### src/hdl/trc_pkg.sv
/*
 * Shared constants for the tape read clock recovery block: timing counts,
 * phase-detector cell geometry, input synchroniser bit positions, controller states.
 * Assumes a 250 MHz core clock; every timing count below is derived from that period.
 */
package trc_pkg;
  localparam int CLK_NS = 4;
  // read-peak pulse width, a least time, rounds up
  localparam int PEAK_PULSE_NS = 100;
  localparam int PEAK_PULSE_CYC = (PEAK_PULSE_NS + CLK_NS - 1) / CLK_NS;
  // half period of the outgoing read clock, a longest time, rounds down
  localparam int SER_HALF_NS = 40;
  localparam int SER_HALF_CYC = (SER_HALF_NS / CLK_NS) < 1 ? 1 : SER_HALF_NS / CLK_NS;
  // delay from gap interrupt to the preamble midpoint
  localparam int PRE_MID_NS = 8000;
  localparam int PRE_MID_CYC = (PRE_MID_NS / CLK_NS) < 1 ? 1 : PRE_MID_NS / CLK_NS;
  // phase detector: data cell 16 oscillator clocks, clock cell 14
  localparam logic [3:0] DATA_CELL_LAST = 4'hf;
  localparam logic [3:0] DATA_CELL_CENTRE = 4'h8;
  localparam logic [3:0] CLOCK_CELL_LAST = 4'hd;
  localparam logic [3:0] CLOCK_CELL_CENTRE = 4'h7;
  localparam logic [3:0] RETARD_CARRY = 4'hf;
  // synchroniser bit positions
  localparam int SI_PEAK = 0;
  localparam int SI_OSC = 1;
  localparam int SI_WCLK = 2;
  localparam int SI_GAP = 3;
  localparam int SI_SPEED = 4;
  localparam int SI_N = 5;
  localparam int TIMER_W = 13;
  localparam int SER_CNT_W = 5;
  localparam int PULSE_W = 5;
  typedef enum logic [1:0] {TRC_IDLE, TRC_WAIT_GAP, TRC_TIMING, TRC_READ} trc_ctl_e;
endpackage

### src/hdl/trc_read_recovery.sv
/*
 * Tape read clock recovery: peak pulse shaping, oscillator-synchronised load strobe,
 * phase detector with advance/retard requests, loop gain control, bit decoder and
 * serial sender with a small bit FIFO. All inputs except core_clk, sys_rst and clk_en are asynchronous pins
 * and are sampled by core_clk; the recovered oscillator and write clock are slow enough
 * (well under 1/6 of core_clk) to be edge-detected after synchronisation.
 */
// Function
// - every detected zero crossing gives one 100 ns read-peak pulse
// - pulse timing carries data into the recovery loop and decoder
// - during a gap the loop tracks the write clock in high gain
// - gain select low means high gain, high means low gain
// - high gain gives about five times the correction strength of low gain
// - high gain through gap and early preamble, low gain for the data field
// - after tape at speed, gap detect starts a timer, gain goes high mid-preamble
// - active-low retard request slows the oscillator; off when deasserted
// - active-low advance request speeds it; only advance, retard, gain drive the loop
// - the pulse synchroniser is clocked by the recovered oscillator clock
// - gain select also qualifies the data decoder
// - in low gain the preamble is ones; first zero is sent with the read clock
// - after the leading zero, data, CRC and postamble follow on the link
// - each read-peak pulse gives one load strobe of one oscillator period
// - data cell is 16 oscillator clocks, clock cell 14, centred on clocks 8 and 7
// - early strobe advances until centre; late one loads two's complement, retards to carry
// - a cell holding any strobe decodes as one, an empty cell as zero
`timescale 1ns/1ps

module trc_bit_fifo #(
  parameter int WIDTH = 1,
  parameter int DEPTH = 4
) (
  input wire logic core_clk,
  input wire logic sys_rst,
  input wire logic clk_en,
  input wire logic in_valid,
  output logic in_ready,
  input wire logic [WIDTH-1:0] in_data,
  output logic out_valid,
  input wire logic out_ready,
  output logic [WIDTH-1:0] out_data
);
  localparam int AW = (DEPTH > 1) ? $clog2(DEPTH) : 1;
  localparam logic [AW-1:0] LAST = AW'(DEPTH - 1);
  localparam logic [AW:0] FULL = (AW + 1)'(DEPTH);

  typedef struct packed {
    logic [DEPTH-1:0][WIDTH-1:0] mem;
    logic [AW-1:0] wp;
    logic [AW-1:0] rp;
    logic [AW:0] cnt;
  } trc_fifo_s;

  trc_fifo_s st_reg, st_next;
  logic push, pop;

  assign in_ready = st_reg.cnt != FULL;
  assign out_valid = st_reg.cnt != '0;
  assign out_data = st_reg.mem[st_reg.rp];
  assign push = in_valid && in_ready;
  assign pop = out_valid && out_ready;

  always_comb begin
    st_next = st_reg;
    if (push) begin
      st_next.mem[st_reg.wp] = in_data;
      st_next.wp = (st_reg.wp == LAST) ? '0 : st_reg.wp + 1'b1;
    end
    if (pop) begin
      st_next.rp = (st_reg.rp == LAST) ? '0 : st_reg.rp + 1'b1;
    end
    st_next.cnt = st_reg.cnt + (AW + 1)'(push) - (AW + 1)'(pop);
  end

  always_ff @(posedge core_clk or posedge sys_rst) begin
    if (sys_rst) begin
      st_reg <= '0;
    end else if (clk_en) begin
      st_reg <= st_next;
    end
  end
endmodule

module trc_read_recovery (
  input wire logic core_clk,
  input wire logic sys_rst,
  input wire logic clk_en,
  input wire logic zero_cross,
  input wire logic recovered_osc_clock,
  input wire logic write_clock,
  input wire logic gap_detect_n,
  input wire logic tape_at_speed,
  output logic read_peak_pulse,
  output logic cell_sync_strobe,
  output logic phase_advance_req_n,
  output logic phase_retard_req_n,
  output logic loop_gain_sel,
  output logic ser_data,
  output logic ser_read_clock,
  output logic read_overrun
);
  typedef struct packed {
    logic [trc_pkg::SI_N-1:0] s1;
    logic [trc_pkg::SI_N-1:0] s2;
    logic [trc_pkg::SI_N-1:0] s3;
    logic [trc_pkg::SI_N-1:0] filt;
    logic [trc_pkg::PULSE_W-1:0] pulse_cnt;
    logic pend;
    logic wpend;
    logic strobe;
    logic [3:0] cell_cnt;
    logic hit;
    logic adv;
    logic ret;
    logic [3:0] ret_cnt;
    logic gain;
    logic gain_q;
    logic framing;
    logic push_v;
    logic push_bit;
    trc_pkg::trc_ctl_e ctl;
    logic [trc_pkg::TIMER_W-1:0] timer;
    logic busy;
    logic [trc_pkg::SER_CNT_W-1:0] ser_cnt;
    logic ser_clk;
    logic ser_bit;
    logic overrun;
  } trc_state_s;

  trc_state_s st_reg, st_next;
  logic fifo_in_ready, fifo_out_valid, fifo_out_bit;

  assign read_peak_pulse = st_reg.pulse_cnt != '0;
  assign cell_sync_strobe = st_reg.strobe;
  assign phase_advance_req_n = ~st_reg.adv;
  assign phase_retard_req_n = ~st_reg.ret;
  assign loop_gain_sel = st_reg.gain;
  assign ser_data = st_reg.ser_bit;
  assign ser_read_clock = st_reg.ser_clk;
  assign read_overrun = st_reg.overrun;

  // the sender pops only when idle, so a slow link backs the FIFO up to the decoder
  trc_bit_fifo #(.WIDTH(1), .DEPTH(4)) u_fifo (
    .core_clk(core_clk),
    .sys_rst(sys_rst),
    .clk_en(clk_en),
    .in_valid(st_reg.push_v),
    .in_ready(fifo_in_ready),
    .in_data(st_reg.push_bit),
    .out_valid(fifo_out_valid),
    .out_ready(~st_reg.busy),
    .out_data(fifo_out_bit)
  );

  always_comb begin
    logic [trc_pkg::SI_N-1:0] rise, fall;
    logic tick, ref_ev, wrap, cell_bit;
    logic [3:0] last, centre;
    rise = '0;
    fall = '0;
    tick = 1'b0;
    ref_ev = 1'b0;
    wrap = 1'b0;
    cell_bit = 1'b0;
    last = st_reg.gain ? trc_pkg::DATA_CELL_LAST : trc_pkg::CLOCK_CELL_LAST;
    centre = st_reg.gain ? trc_pkg::DATA_CELL_CENTRE : trc_pkg::CLOCK_CELL_CENTRE;
    st_next = st_reg;
    st_next.s1 = {tape_at_speed, gap_detect_n, write_clock, recovered_osc_clock, zero_cross};
    st_next.s2 = st_reg.s1;
    st_next.s3 = st_reg.s2;
    for (int i = 0; i < trc_pkg::SI_N; i++) begin
      if (st_reg.s2[i] == st_reg.s3[i]) begin
        st_next.filt[i] = st_reg.s3[i];
        rise[i] = st_reg.s3[i] & ~st_reg.filt[i];
        fall[i] = ~st_reg.s3[i] & st_reg.filt[i];
      end
    end
    st_next.push_v = 1'b0;

    if (rise[trc_pkg::SI_PEAK]) begin
      st_next.pulse_cnt = trc_pkg::PULSE_W'(trc_pkg::PEAK_PULSE_CYC);
    end else if (st_reg.pulse_cnt != '0) begin
      st_next.pulse_cnt = st_reg.pulse_cnt - 1'b1;
    end

    // oscillator edges clock the strobe and phase logic
    tick = rise[trc_pkg::SI_OSC];
    // until the preamble midpoint the write clock is the phase reference, afterwards the data
    ref_ev = tick && (st_reg.gain ? st_reg.pend : st_reg.wpend);
    if (tick) begin
      st_next.strobe = st_reg.pend;
      st_next.pend = 1'b0;
      st_next.wpend = 1'b0;
      wrap = st_reg.cell_cnt == last;
      st_next.cell_cnt = wrap ? 4'h0 : st_reg.cell_cnt + 4'h1;
      if (st_reg.adv && st_reg.cell_cnt == centre) begin
        st_next.adv = 1'b0;
      end
      if (st_reg.ret) begin
        st_next.ret_cnt = st_reg.ret_cnt + 4'h1;
        if (st_reg.ret_cnt == trc_pkg::RETARD_CARRY) begin
          st_next.ret = 1'b0;
        end
      end
      if (ref_ev) begin
        if (st_reg.cell_cnt < centre) begin
          st_next.adv = 1'b1;
          st_next.ret = 1'b0;
        end else if (st_reg.cell_cnt > centre) begin
          st_next.ret = 1'b1;
          st_next.adv = 1'b0;
          st_next.ret_cnt = centre - st_reg.cell_cnt;
        end
      end
      cell_bit = st_reg.hit | ref_ev;
      st_next.hit = wrap ? 1'b0 : cell_bit;
      if (wrap) begin
        st_next.gain_q = st_reg.gain;
        if (!st_reg.gain_q) begin
          st_next.framing = 1'b0;
        end else if (!st_reg.framing && !cell_bit) begin
          st_next.framing = 1'b1;
          st_next.push_v = 1'b1;
          st_next.push_bit = 1'b0;
        end else if (st_reg.framing) begin
          st_next.push_v = 1'b1;
          st_next.push_bit = cell_bit;
        end
      end
    end
    if (rise[trc_pkg::SI_PEAK]) begin
      st_next.pend = 1'b1;
    end
    if (rise[trc_pkg::SI_WCLK]) begin
      st_next.wpend = 1'b1;
    end

    // gain sequencing; low output is high gain, five times the pump current
    case (st_reg.ctl)
      trc_pkg::TRC_IDLE: begin
        st_next.gain = 1'b0;
        if (st_reg.filt[trc_pkg::SI_SPEED]) begin
          st_next.ctl = trc_pkg::TRC_WAIT_GAP;
        end
      end
      trc_pkg::TRC_WAIT_GAP: begin
        if (fall[trc_pkg::SI_GAP]) begin
          st_next.ctl = trc_pkg::TRC_TIMING;
          st_next.timer = '0;
        end
      end
      trc_pkg::TRC_TIMING: begin
        st_next.timer = st_reg.timer + 1'b1;
        if (st_reg.timer == trc_pkg::TIMER_W'(trc_pkg::PRE_MID_CYC - 1)) begin
          st_next.ctl = trc_pkg::TRC_READ;
          st_next.gain = 1'b1;
        end
      end
      trc_pkg::TRC_READ: begin
        if (fall[trc_pkg::SI_GAP]) begin
          st_next.ctl = trc_pkg::TRC_TIMING;
          st_next.timer = '0;
          st_next.gain = 1'b0;
        end
      end
      default: begin
        st_next.ctl = trc_pkg::TRC_IDLE;
      end
    endcase
    if (!st_reg.filt[trc_pkg::SI_SPEED]) begin
      st_next.ctl = trc_pkg::TRC_IDLE;
      st_next.gain = 1'b0;
    end

    // a bit lost to a full FIFO is remembered until the next gap
    if (st_reg.push_v && !fifo_in_ready) begin
      st_next.overrun = 1'b1;
    end else if (fall[trc_pkg::SI_GAP]) begin
      st_next.overrun = 1'b0;
    end

    // data changes with the read clock low, host samples on its rising edge
    if (st_reg.busy) begin
      st_next.ser_cnt = st_reg.ser_cnt + 1'b1;
      if (st_reg.ser_cnt == trc_pkg::SER_CNT_W'(trc_pkg::SER_HALF_CYC - 1)) begin
        st_next.ser_clk = 1'b1;
      end
      if (st_reg.ser_cnt == trc_pkg::SER_CNT_W'(2 * trc_pkg::SER_HALF_CYC - 1)) begin
        st_next.ser_clk = 1'b0;
        st_next.busy = 1'b0;
      end
    end else if (fifo_out_valid) begin
      st_next.busy = 1'b1;
      st_next.ser_cnt = '0;
      st_next.ser_bit = fifo_out_bit;
    end
  end

  always_ff @(posedge core_clk or posedge sys_rst) begin
    if (sys_rst) begin
      st_reg <= '0;
    end else if (clk_en) begin
      st_reg <= st_next;
    end
  end

  a_peak_width: assert property (@(posedge core_clk) disable iff (sys_rst || !clk_en)
    $rose(read_peak_pulse) |-> ##24 read_peak_pulse ##1 !read_peak_pulse)
    else $error("read peak pulse width wrong");
  a_gap_high_gain: assert property (@(posedge core_clk) disable iff (sys_rst || !clk_en)
    (st_reg.ctl == trc_pkg::TRC_READ && st_reg.s2[trc_pkg::SI_GAP] == st_reg.s3[trc_pkg::SI_GAP]
      && !st_reg.s3[trc_pkg::SI_GAP] && st_reg.filt[trc_pkg::SI_GAP]) |=> !loop_gain_sel)
    else $error("gain not high at gap");
  a_gain_midpoint: assert property (@(posedge core_clk) disable iff (sys_rst || !clk_en)
    $rose(loop_gain_sel) |-> $past(st_reg.ctl) == trc_pkg::TRC_TIMING
      && $past(st_reg.timer) == trc_pkg::TIMER_W'(trc_pkg::PRE_MID_CYC - 1))
    else $error("gain select rose off the preamble midpoint");
  a_pump_exclusive: assert property (@(posedge core_clk) disable iff (sys_rst)
    !(!phase_advance_req_n && !phase_retard_req_n))
    else $error("advance and retard both asserted");
  a_retard_carry: assert property (@(posedge core_clk) disable iff (sys_rst || !clk_en)
    (st_reg.ret && st_reg.ret_cnt == trc_pkg::RETARD_CARRY && st_reg.s3[trc_pkg::SI_OSC]
      && st_reg.s2[trc_pkg::SI_OSC] && !st_reg.filt[trc_pkg::SI_OSC]
      && !(st_reg.gain ? st_reg.pend : st_reg.wpend)) |=> phase_retard_req_n)
    else $error("retard not released at carry");
  a_strobe_follows: assert property (@(posedge core_clk) disable iff (sys_rst || !clk_en)
    $rose(read_peak_pulse) |-> ##[1:200] cell_sync_strobe)
    else $error("no load strobe for peak pulse");
  a_start_zero: assert property (@(posedge core_clk) disable iff (sys_rst || !clk_en)
    $rose(st_reg.framing) |-> st_reg.push_v && !st_reg.push_bit && st_reg.gain_q)
    else $error("frame did not start with a zero bit");
  a_gain_sync: assert property (@(posedge core_clk) disable iff (sys_rst || !clk_en)
    $changed(st_reg.gain_q) |-> st_reg.cell_cnt == 4'h0)
    else $error("decoder gain changed inside a cell");
  a_ser_stable: assert property (@(posedge core_clk) disable iff (sys_rst || !clk_en)
    ser_read_clock |-> $stable(ser_data))
    else $error("serial data moved while read clock high");
endmodule

### config.mk
export PLATFORM = sky130hd
export DESIGN_NAME = trc_read_recovery
export DESIGN_NICKNAME = d
export VERILOG_FILES = /design/src/hdl/trc_pkg.sv /design/src/hdl/trc_read_recovery.sv
export SDC_FILE = /design/constraint.sdc
export NUM_CORES = 1
export LEC_CHECK = 0
export CORE_ASPECT_RATIO = 0.8
export CORE_MARGIN = 1.5
export CORE_UTILIZATION = 62
export CTS_CLUSTER_SIZE = 16
export DETAILED_ROUTE_END_ITERATION = 6
export DONT_BUFFER_PORTS = 1
export GPL_ROUTABILITY_DRIVEN = 0
export GPL_TIMING_DRIVEN = 0
export PLACE_DENSITY = 0.78
export REMOVE_ABC_BUFFERS = 1
export SLEW_MARGIN = 20
export SYNTH_ARGS = -nofsm -noshare
export SYNTH_HDL_FRONTEND = slang
export SYNTH_HIERARCHICAL = 1
export SYNTH_SLANG_ARGS = --single-unit
### constraint.sdc
create_clock -name core_clk -period 5.8 [get_ports core_clk]
set_input_delay 0.29 -clock core_clk [delete_from_list [all_inputs] [get_ports core_clk]]
set_output_delay 0.29 -clock core_clk [all_outputs]
set_load 0.05 [all_outputs]
==> flow_summary_export.csv <==
group,metric,value,unit
floorplanning,num_io_pins,16,
timing,setup_violations,0,
timing,report.final.slew_viol_count,0,
cells_and_area,fin_nets,422,
flow_run,drv_cap,0,
global_routing,grt_pass1_wl,12180,µm
timing,fmax,358.3,MHz
detailed_routing,dr.first_iter.drc_count,123,
worst_setup_path,max_stage_delay,0.79,ns
synthesis,yosysTopAreaCell,"dfrtp_1",
timing,fin_setup_tns,0,ns
synthesis,syn_inst,392,
worst_setup_path,crit_fanout,7,
power,p_leak,1.912,nW
cells_and_area,synthToLayoutAreaGrowth,6.833,%
worst_setup_path,crit_arrival,3.07,ns
detailed_routing,antenna_left,0,
detailed_routing,dr_wl_met2,3160,µm
global_routing,grt_max_degree,51,
synthesis,synth-seq-area-share,48.63,%
worst_setup_path,startpoint_type,"flop",
worst_setup_path,critical_path.n_buffers_inverters,1,
detailed_routing,wl_met1,3391,µm
timing,finalClockSkew,0.007976,ns
synthesis,synth-edff-count,0,
detailed_routing,drt-vias-per-instance,5.772,
clocking,htree_num_levels,3,
power,vdd_drop_max,314.3,µV
synthesis,synthTopCellsByArea,"dfrtp_1 49%, mux2_2 5.5%, ha_1 5.2%, o21ai_0 4.3%, nand2_1 4.2%",
synthesis,synth_common_cells,"79 x dfrtp_1, 46 x nand2_1, 35 x o21ai_0",
worst_setup_path,worst-path-stages,7,
worst_setup_path,reg2regPathDepth,7,
power,total_power,1.667,mW
timing,min_period_over_period,48.11,%
clocking,cts_buffers,9,
synthesis,synth_warnings,6,
synthesis,ys_types,58,
timing,tightest_slew,0.6871,ns
detailed_routing,wire_per_inst,14.37,µm
synthesis,ys_ff_latch,79,
clocking,cts_setup_buffers,0,
status,status,"finished clean",
worst_setup_path,crit_required,6.08,ns
timing,hold_viol,0,
clocking,path_clk_slew,0.08,ns
cells_and_area,largest_reg_flops,53,
cells_and_area,diodes,0,
clocking,clock-sinks,79,
cells_and_area,drive_gt1_share,13.07,%
synthesis,async_reset_ff_share,100.0,%
synthesis,syn-mean-instance-area,10.37,µm²
place,placedCellCount,467,
global_routing,antenna_found_initial,0,
detailed_routing,detail_route.first_pass.iterations,4,
detailed_routing,drc,0,
floorplanning,die_w,93.53,µm
global_routing,grt_pass1_vias,2681,
synthesis,syn_area,4065,µm²
detailed_routing,vias,2782,
floorplanning,design.core.area,6376,µm²
clocking,cts_buffer_depth,2,
timing,postLayoutSetupSlackWorst,3.009,ns
clocking,root_buffer,"clkbuf_8",
power,power_density,383.7,nW/µm²
hold_path,hold_depth,1,
cells_and_area,fin_cells,482,
global_routing,grt.overflow.total,0,
detailed_routing,topRoutingLayerUsed,"met4",
detailed_routing,dr_wl_met3,272,µm
worst_setup_path,crit_path_cell_trace,"inv_1, fa_1, a21o_1, a21oi_1, nand2_2, or3_1, nand3_1",
floorplanning,fp.dieArea,7055,µm²
synthesis,ys.flop_type,"dfrtp_1",
timing,rsz0062_at_grt,"false",
timing,period_minus_slack,2.791,ns
detailed_routing,wl,6928,µm
floorplanning,num_rows,26,
place,hpwl,4775,µm
clocking,cts_tree,"done",
worst_setup_path,end_kind,"flop",
timing,relSlewSlack,54.19,%
place,pre_cts_slack,3.064,ns
cells_and_area,n_fill_cell,491,
synthesis,synth_most_common_cell,"dfrtp_1",
clocking,clock_latency,0.35,ns
cells_and_area,finalInstanceArea,4343,µm²
worst_setup_path,cp_slowest_cell,"dfrtp_1",
worst_setup_path,critPathKind,"flop to flop",
global_routing,grt_usage,22.32,%
place,dpl-instance-area,4138,µm²
hold_path,worstHoldPathType,"input port to flop",
floorplanning,die_h,75.43,µm
floorplanning,start_util,63.76,%
place,io_buffers,0,
worst_setup_path,crit_family,"flip-flops",
synthesis,synth_top_area_share,48.63,%
-- cell families (layout without fill, tap and decap cells) --
kind of cell	count (synthesis)	in the layout	share of synthesized area [%]
simple gates	133	133	18.16
compound gates	80	80	12.37
flops	79	79	48.63
buf+inv	41	47	4.401
mux	22	22	6.340
fa+ha+maj	19	19	6.217
xor+xnor	18	18	3.878
-- metal layers --
metal / GRT usage (%) / vias to the layer above
li1: - / 1379
met3: 5.090 / 12
met2: 36.63 / 43
met5: 0 / -
met4: 7.960 / 0
met1: 29.75 / 1348
-- path summary, 6_finish.rpt --
check / slack [ns] / from / to
max in group asynchronous: 4.89 / sys_rst / st_reg[53]$_DFFE_PP0P_
hold reg to reg: 0.47 / st_reg[41]$_DFFE_PP0P_ / st_reg[41]$_DFFE_PP0P_
min in group asynchronous: 0.38 / sys_rst / ser_data$_DFFE_PP0P_
setup reg to reg: 3.01 / loop_gain_sel$_DFFE_PP0P_ / st_reg[32]$_DFFE_PP0N_
setup / recovery: 3.01 / loop_gain_sel$_DFFE_PP0P_ / st_reg[32]$_DFFE_PP0N_
hold / removal: 0.05 / clk_en / st_reg[23]$_DFFE_PP0P_
-- layout by cell type (no fill, tap or decap), types with 2 or more instances in the layout --
cell | netlist | routed
a31oi_1 | 2 | 2
a2111oi_4 | 2 | 2
a21oi_1 | 22 | 22
nand4b_1 | 2 | 2
fa_1 | 2 | 2
nor2b_1 | 2 | 2
and3_1 | 3 | 3
inv_1 | 31 | 30
nor2_1 | 21 | 21
nor3b_4 | 3 | 3
nor4_1 | 3 | 3
xor2_1 | 4 | 4
nand3_2 | 2 | 2
nand4_1 | 7 | 7
nor3_1 | 6 | 6
and2_1 | 4 | 4
nand2_1 | 46 | 46
mux2_2 | 20 | 20
xnor2_1 | 14 | 14
or3_1 | 3 | 3
nand3_1 | 14 | 14
and3_2 | 3 | 3
o21ai_0 | 35 | 35
o31ai_1 | 3 | 3
a211oi_1 | 2 | 2
nor3b_1 | 5 | 5
a2bb2oi_1 | 2 | 2
o22ai_1 | 2 | 2
dfrtp_1 | 79 | 79
ha_1 | 17 | 17
clkbuf_8 | 1 | 11
-- cell type report --
class	count	area [µm²]	area share [%]
Multi-Input combinational cell	272	1909	43.96
Clock buffer	11	151.4	3.486
Inverter	31	118.9	2.737
Tap cell	84	105.1	2.420
Timing Repair Buffer	2	37.54	0.8643
Sequential cell	79	1977	45.52
Clock inverter	3	43.79	1.008
-- through the flow --
step                      utilization, %  hold slack [ns]
after floorplan                        -           0.1424
after global placement             64.42           0.1964
after detailed placement           64.89           0.1322
after CTS                          68.11          0.01435
after global routing               68.11         0.009034
final                              68.11          0.04799
-- power by group --
| group | switching (mW) | internal (mW) |
|---|---|---|
| Combinational | 0.223 | 0.198 |
| Clock | 0.192 | 0.218 |
| Sequential | 0.154 | 0.682 |
-- worst register-to-register path: stages, from the launching register on --
cell and delay (ns):
dfrtp_1 0.79, inv_1 0.28, fa_1 0.52, a21o_1 0.18, a21oi_1 0.33, nand2_2 0.18, or3_1 0.37, nand3_1 0.08
-- repair_timing --
action,4_1_cts,5_1_grt
hold buffers,1,0
hold endpoints to repair,29,0
resized for setup,0,0
No activity file was read; power rests on OpenSTA's default activity.
